==> config.mk <==
export PLATFORM = sky130hd
export DESIGN_NAME = srli_top
export DESIGN_NICKNAME = d
export VERILOG_FILES = /design/src/common/srli_pkg.sv /design/src/common/srli_sync_if.sv /design/src/hw/srli_sync.sv /design/src/hw/srli_top.sv
export SDC_FILE = /design/constraint.sdc
export NUM_CORES = 1
export LEC_CHECK = 0
export BUFFER_PORTS_ARGS = -buffer_cell sky130_fd_sc_hd__buf_4
export CAP_MARGIN = 10
export CORE_ASPECT_RATIO = 1.25
export CORE_MARGIN = 2
export CORE_UTILIZATION = 63
export DETAILED_ROUTE_END_ITERATION = 8
export GPL_ROUTABILITY_DRIVEN = 1
export PLACE_DENSITY = 0.84
export RECOVER_POWER = 50
export SYNTH_ARGS = -nofsm -noshare
export SYNTH_HDL_FRONTEND = slang
export SYNTH_SLANG_ARGS = --single-unit
==> constraint.sdc <==
create_clock -name i_clk -period 2.85 [get_ports i_clk]
set_input_delay 0.4275 -clock i_clk [delete_from_list [all_inputs] [get_ports i_clk]]
set_output_delay 0.4275 -clock i_clk [all_outputs]
set_load 0.02 [all_outputs]
==> src/common/srli_pkg.sv <==
// Shared constants and types for the reset and lock interface
package srli_pkg;

    // Input synchroniser depth
    localparam int SYNC_STAGES = 3;

    // Synchroniser reset: reset pins idle high, status pins idle low
    localparam logic [4:0] SYNC_RST = 5'h03;

    // Times in ns and derived cycle counts at 250 MHz
    localparam int CLK_PERIOD_NS    = 4;
    localparam int LOCK_SETTLE_NS   = 400;
    localparam int LOCK_SETTLE_CYC  =
        (LOCK_SETTLE_NS + CLK_PERIOD_NS - 1) / CLK_PERIOD_NS;
    localparam int INIT_HOLD_NS     = 64;
    localparam int INIT_HOLD_CYC    =
        (INIT_HOLD_NS + CLK_PERIOD_NS - 1) / CLK_PERIOD_NS;

    localparam int CNT_W = 8;
    localparam logic [CNT_W-1:0] CNT_RST = 8'h00;
    localparam logic [CNT_W-1:0] LOCK_SETTLE_LAST =
        CNT_W'(LOCK_SETTLE_CYC - 1);
    localparam logic [CNT_W-1:0] INIT_HOLD_LAST =
        CNT_W'(INIT_HOLD_CYC - 1);

    // Reset sequencer states
    typedef enum logic [2:0] {
        SRLI_WAIT_LOCK,
        SRLI_POR_HOLD,
        SRLI_INIT,
        SRLI_RUN,
        SRLI_WARM
    } srli_state_t;

endpackage : srli_pkg

==> src/common/srli_sync_if.sv <==
// Synchronised input bundle between sequencer and its synchroniser
`timescale 1ns/1ns
interface srli_sync_if;
    logic por_low;
    logic warm_low;
    logic pwr_good;
    logic pll_locked;
    logic wdt_timeout;
    modport src (output por_low, warm_low, pwr_good, pll_locked, wdt_timeout);
    modport dst (input  por_low, warm_low, pwr_good, pll_locked, wdt_timeout);
endinterface : srli_sync_if

==> src/hw/srli_sync.sv <==
// Three-stage input synchroniser with two-stage agreement filter
`timescale 1ns/1ns
module srli_sync (
    input  wire logic  i_clk,
    input  wire logic  i_nrst,
    input  wire logic  i_por_low,
    input  wire logic  i_warm_low,
    input  wire logic  i_pwr_good,
    input  wire logic  i_pll_locked,
    input  wire logic  i_wdt_timeout,
    srli_sync_if.src   sync
);

    localparam int N = 5;

    logic [N-1:0] raw;
    logic [N-1:0] s1_r;
    logic [N-1:0] s2_r;
    logic [N-1:0] s3_r;
    logic [N-1:0] val_r;
    logic [N-1:0] s1_nxt;
    logic [N-1:0] s2_nxt;
    logic [N-1:0] s3_nxt;
    logic [N-1:0] val_nxt;

    assign raw = {i_wdt_timeout, i_pll_locked, i_pwr_good,
                  i_warm_low, i_por_low};

    ////////////////////////////////////////////////////////////////////////
    // Per-bit filter: value changes once stages two and three agree
    genvar g;
    generate
        for (g = 0; g < N; g++) begin : g_bit
            always_comb begin
                s1_nxt[g]  = raw[g];
                s2_nxt[g]  = s1_r[g];
                s3_nxt[g]  = s2_r[g];
                val_nxt[g] = (s2_r[g] == s3_r[g]) ? s3_r[g] : val_r[g];
            end
        end
    endgenerate

    // Reset inputs idle high; status inputs idle low
    always_ff @(posedge i_clk or negedge i_nrst) begin
        if (!i_nrst) begin
            s1_r  <= srli_pkg::SYNC_RST;
            s2_r  <= srli_pkg::SYNC_RST;
            s3_r  <= srli_pkg::SYNC_RST;
            val_r <= srli_pkg::SYNC_RST;
        end else begin
            s1_r  <= s1_nxt;
            s2_r  <= s2_nxt;
            s3_r  <= s3_nxt;
            val_r <= val_nxt;
        end
    end

    assign sync.por_low     = val_r[0];
    assign sync.warm_low    = val_r[1];
    assign sync.pwr_good    = val_r[2];
    assign sync.pll_locked  = val_r[3];
    assign sync.wdt_timeout = val_r[4];

endmodule : srli_sync

==> src/hw/srli_top.sv <==
// Power-on and warm reset sequencer with lock indication output
`timescale 1ns/1ns
module srli_top (
    input  wire logic  i_clk,
    input  wire logic  i_nrst,
    input  wire logic  i_power_on_reset_low,
    input  wire logic  i_warm_reset_low,
    input  wire logic  i_supply_good,
    input  wire logic  i_synth_locked,
    input  wire logic  i_wdt_timeout,
    output logic       o_lock_ind,
    output logic       o_core_reset_low,
    output logic       o_init_pulse,
    output logic       o_warm_active
);

    ////////////////////////////////////////////////////////////////////////
    // Input synchronisers
    // Each pin passes three synchroniser flops and a filter flop before use
    srli_sync_if sync ();

    srli_sync u_sync (
        .i_clk         (i_clk),
        .i_nrst        (i_nrst),
        .i_por_low     (i_power_on_reset_low),
        .i_warm_low    (i_warm_reset_low),
        .i_pwr_good    (i_supply_good),
        .i_pll_locked  (i_synth_locked),
        .i_wdt_timeout (i_wdt_timeout),
        .sync          (sync)
    );

    ////////////////////////////////////////////////////////////////////////
    // Lock qualification state
    logic [srli_pkg::CNT_W-1:0] lock_cnt_r;
    logic [srli_pkg::CNT_W-1:0] lock_cnt_nxt;
    logic                       locked_r;
    logic                       locked_nxt;
    logic                       lock_ind_r;
    logic                       lock_ind_nxt;
    logic                       pwrup_ok;

    // Sequencer state
    srli_pkg::srli_state_t      state_r;
    srli_pkg::srli_state_t      state_nxt;
    logic [srli_pkg::CNT_W-1:0] cnt_r;
    logic [srli_pkg::CNT_W-1:0] cnt_nxt;
    logic                       core_rst_low_r;
    logic                       core_rst_low_nxt;
    logic                       init_pulse_r;
    logic                       init_pulse_nxt;
    logic                       warm_r;
    logic                       warm_nxt;

    ////////////////////////////////////////////////////////////////////////
    // Lock qualification: stable lock for the settle time
    // Any drop of lock restarts the count
    always_comb begin
        lock_cnt_nxt = srli_pkg::CNT_RST;
        locked_nxt   = 1'b0;
        if (sync.pll_locked) begin
            if (lock_cnt_r == srli_pkg::LOCK_SETTLE_LAST) begin
                lock_cnt_nxt = lock_cnt_r;
                locked_nxt   = 1'b1;
            end else begin
                lock_cnt_nxt = lock_cnt_r + 8'h01;
            end
        end
    end

    // Lock requalified after chip reset
    always_ff @(posedge i_clk or negedge i_nrst) begin
        if (!i_nrst) begin
            lock_cnt_r <= srli_pkg::CNT_RST;
            locked_r   <= 1'b0;
        end else begin
            lock_cnt_r <= lock_cnt_nxt;
            locked_r   <= locked_nxt;
        end
    end

    assign pwrup_ok = locked_r && sync.pwr_good;

    ////////////////////////////////////////////////////////////////////////
    // Reset sequencer
    // WAIT_LOCK: core held until lock and supply good
    // POR_HOLD:  core held until power-on reset released
    // INIT:      core held for the init time
    // RUN:       core released, warm reset honoured
    // WARM:      core held until warm reset released
    // Lock or supply loss returns to WAIT_LOCK
    always_comb begin
        state_nxt        = state_r;
        cnt_nxt          = cnt_r;
        core_rst_low_nxt = 1'b0;
        init_pulse_nxt   = 1'b0;
        warm_nxt         = 1'b0;
        case (state_r)
            srli_pkg::SRLI_WAIT_LOCK: begin
                cnt_nxt = srli_pkg::CNT_RST;
                if (pwrup_ok) begin
                    state_nxt = srli_pkg::SRLI_POR_HOLD;
                end
            end
            srli_pkg::SRLI_POR_HOLD: begin
                cnt_nxt = srli_pkg::CNT_RST;
                if (!pwrup_ok) begin
                    state_nxt = srli_pkg::SRLI_WAIT_LOCK;
                // Init starts after lock, on release
                end else if (sync.por_low) begin
                    state_nxt      = srli_pkg::SRLI_INIT;
                    init_pulse_nxt = 1'b1;
                end
            end
            srli_pkg::SRLI_INIT: begin
                // Hold core in reset for init time
                if (!sync.por_low) begin
                    state_nxt = srli_pkg::SRLI_POR_HOLD;
                end else if (!pwrup_ok) begin
                    state_nxt = srli_pkg::SRLI_WAIT_LOCK;
                end else if (cnt_r == srli_pkg::INIT_HOLD_LAST) begin
                    state_nxt        = srli_pkg::SRLI_RUN;
                    core_rst_low_nxt = 1'b1;
                end else begin
                    cnt_nxt = cnt_r + 8'h01;
                end
            end
            srli_pkg::SRLI_RUN: begin
                core_rst_low_nxt = 1'b1;
                if (!sync.por_low) begin
                    state_nxt        = srli_pkg::SRLI_POR_HOLD;
                    core_rst_low_nxt = 1'b0;
                end else if (!pwrup_ok) begin
                    state_nxt        = srli_pkg::SRLI_WAIT_LOCK;
                    core_rst_low_nxt = 1'b0;
                // Warm reset gated by power-up state
                end else if (!sync.warm_low) begin
                    state_nxt        = srli_pkg::SRLI_WARM;
                    core_rst_low_nxt = 1'b0;
                    warm_nxt         = 1'b1;
                end
            end
            srli_pkg::SRLI_WARM: begin
                warm_nxt = 1'b1;
                cnt_nxt  = srli_pkg::CNT_RST;
                if (!sync.por_low) begin
                    state_nxt = srli_pkg::SRLI_POR_HOLD;
                    warm_nxt  = 1'b0;
                end else if (!pwrup_ok) begin
                    state_nxt = srli_pkg::SRLI_WAIT_LOCK;
                    warm_nxt  = 1'b0;
                end else if (sync.warm_low) begin
                    state_nxt      = srli_pkg::SRLI_INIT;
                    init_pulse_nxt = 1'b1;
                    warm_nxt       = 1'b0;
                end
            end
            default: begin
                state_nxt = srli_pkg::SRLI_WAIT_LOCK;
                cnt_nxt   = srli_pkg::CNT_RST;
            end
        endcase
    end

    ////////////////////////////////////////////////////////////////////////
    // Sequencer registers
    // Core held in reset from chip reset
    always_ff @(posedge i_clk or negedge i_nrst) begin
        if (!i_nrst) begin
            state_r        <= srli_pkg::SRLI_WAIT_LOCK;
            cnt_r          <= srli_pkg::CNT_RST;
            core_rst_low_r <= 1'b0;
            init_pulse_r   <= 1'b0;
            warm_r         <= 1'b0;
        end else begin
            state_r        <= state_nxt;
            cnt_r          <= cnt_nxt;
            core_rst_low_r <= core_rst_low_nxt;
            init_pulse_r   <= init_pulse_nxt;
            warm_r         <= warm_nxt;
        end
    end

    ////////////////////////////////////////////////////////////////////////
    // Lock indication output
    // Independent of power-on reset, the board waits on it
    always_comb begin
        lock_ind_nxt = locked_r && !sync.wdt_timeout;
    end

    // Lock output low through chip reset
    always_ff @(posedge i_clk or negedge i_nrst) begin
        if (!i_nrst) begin
            lock_ind_r <= 1'b0;
        end else begin
            lock_ind_r <= lock_ind_nxt;
        end
    end

    ////////////////////////////////////////////////////////////////////////
    // Registered outputs
    assign o_lock_ind       = lock_ind_r;
    assign o_core_reset_low = core_rst_low_r;
    assign o_init_pulse     = init_pulse_r;
    assign o_warm_active    = warm_r;

endmodule : srli_top

==> metrics.cfg <==
[floorplan]
initial_utilization_pct = 66.94
core_um2 = 2733
die-area_um2 = 3353
io_pins = 11
die_h_um = 64.25
rows = 21
die_w_um = 52.20

[timing]
fin_skew_ns = 0.01465
rsz0062_at_grt = no
finalSetupTns_ns = 0
period_minus_slack_ns = 1.743
hold_ws_ns = 0.01885
slew_headroom_pct = 64.94
fmax_ghz = 0.5738
finalHoldViolCount = 0
slew_viol_final = 0
post-route-period-util_pct = 61.15
tightestPinTransition_ns = 0.5259
setup_viol = 0

[setup_path]
r2r_end = lock_cnt_r[1]
critical_path_class = reg -> reg
worstPathArrival_ns = 2.01
critPathLaunchType = flip-flop
critPathRequiredTime_ns = 3.11
endpoint_kind = flip-flop
timing.rr.start = lock_cnt_r[1]
reg2reg_depth = 5
rrSetupSlack_ns = 1.11
critPathMaxFanout = 5

[final_layout]
final_cells = 200
regArea_um2 = 1111
n_fill_cell = 189
final_common_cell = dfrtp_1
utilization_pct = 73.95
multi_input_area_um2 = 694.4
layout_common_cells = dfrtp_1, nor2_1, clkbuf_4
drive_above_1_share_pct = 19.28
synthToLayoutAreaGrowth_pct = 10.47
num_antenna_cells = 0
fin_nets = 174

[global_routing]
grt_usage_pct = 23.08
grt_max_degree = 45
antenna_found_initial = 0
grt_overflow = 0
grt_pass1_wl_mm = 5.471
grt_pass1_vias = 1252

[detailed_routing]
final_antenna_net_count = 0
wl_per_cell_um = 16.14
vias_per_cell = 5.950
via_count = 1190
wl_mm = 3.227
detail_route.iter0.violations = 37
dr.pass1.iters = 4
drcViolationCount = 0

[clocking]
cts_made_buffers = 5
clock_sinks = 44
h-tree-depth = 2
clk_latency_ns = 0.37
clk_path_buf_depth = 2
root_buffer = clkbuf_4
clk_pin_slew_ns = 0.13
cts_setup_buffers = 0
cts_resized = 0
cts_tree = yes
holdBufCountCts = 0

[yosys]
ys_dominant_reg_cell = dfrtp_1
mappedNetlistNets = 161
synth_seq_cells = 44
ys_seq_area_share_pct = 60.74
ys_types = 39
synth_area_um2 = 1829
syn_inst = 152
avgSynthCellArea_um2 = 12.03
yosys_warnings = 0
async_reset_ff_share_pct = 100.0
synth_edf_count = 0

[run]
drv_cap = 0

[pwr]
leakage_nw = 0.8724
power_mw = 1.140
power_density_nw_per_um2 = 564.2
vdd_drop_max_v = 0.0005388

[status]
outcome = finished, final reports clean

[placed_design]
place.port_buffers = 10
dp_hpwl_mm = 2.265
place_inst = 192
place.gp.congestion = 0.8553

[min_path]
hold_class = in -> async

power by group:
part           leakage [nW]  switching [mW]  total [mW]  internal (mW)
Sequential            0.557          0.0246       0.679          0.654
Clock                0.0484           0.203       0.413          0.210
Combinational         0.267          0.0243      0.0479         0.0236
layout make-up:
cell class,instances,share of cell area [%]
clock inverter,2,1.920
inverter,2,0.3715
tap,34,2.105
multi-input combinational,102,34.37
timing repair buffer,10,3.715
sequential,44,54.98
clock buffer,6,2.539
per-stage QoR:
| step | setup slack, ns | instance area (um2) |
|---|---|---|
| 3_5_place_dp | 1.116 | 1931 |
| 4_1_cts | 1.081 | 2021 |
| 3_3_place_gp | 1.230 | 1931 |
| 6_report | 1.107 | 2021 |
| 2_1_floorplan | 1.276 | 1829 |
| 5_1_grt | 0.9690 | 2021 |
flip-flops by register name (all words and copies together) (netlist names):
signal,count
o_core_reset_low,1
u_sync.val_r,5
u_sync.s1_r,5
cnt_r,8
o_init_pulse,1
state_r,3
locked_r,1
o_warm_active,1
u_sync.s3_r,5
lock_cnt_r,8
u_sync.s2_r,5
o_lock_ind,1
cells by family after synthesis:
group / count (synthesis) / share of synthesized area [%]
fa+ha+maj: 7 / 4.104
compound gates: 19 / 6.977
mux: 5 / 2.736
xor+xnor: 8 / 3.831
flops: 44 / 60.74
buf+inv: 6 / 1.299
simple gates: 63 / 20.31
layer usage:
metal / vias up / track usage (%) / routed length [um]
met3: 9 / 7.710 / 120
met2: 27 / 39.72 / 1787
met5: - / 0 / 0
li1: 561 / - / -
met4: 0 / 11.22 / 78
met1: 593 / 24.72 / 1240
cell usage after synthesis (2+ instances only):
cell      instances  area, um2
inv_1             2      7.510
or3_1             2      12.51
nor3_1            4      20.02
nor2b_1           3      18.77
nand2_1           7      26.28
nand3b_1          3      22.52
a21boi_0          3      22.52
a21oi_1           5      25.02
nand3_1           8      40.04
nand4_1           2      12.51
ha_1              2      25.02
maj3_1            5      50.05
nor2_1           12      45.04
xnor2_1           3      26.28
and3_1            2      12.51
mux2i_1           5      50.05
nor4_1            2      12.51
dfstp_2           8      210.2
dfrtp_1          36      900.9
clkbuf_1          3      11.26
xor2_1            5      43.79
o21ai_0           4      20.02
a211oi_1          2      15.01
nand2b_1          3      18.77
and2_1            7      43.79
how the worst max path moves through the flow:
stage,cells past startpoint,to,from,slack [ns]
floorplan,5,lock_cnt_r[1],lock_cnt_r[0],1.28
global placement,5,lock_cnt_r[1],lock_cnt_r[0],1.23
detailed placement,5,lock_cnt_r[1],lock_cnt_r[0],1.12
CTS,5,lock_cnt_r[1],lock_cnt_r[0],1.08
global route,5,lock_cnt_r[1],lock_cnt_r[0],0.97
finish,5,lock_cnt_r[1],lock_cnt_r[1],1.11
critical path: stages, from the launching register on:
cell	delay (ns)
dfrtp_1	0.41
ha_1	0.24
or4b_4	0.50
nor3_4	0.20
mux2i_1	0.23
nor2b_1	0.06
Power figures use the tool's default switching activity.
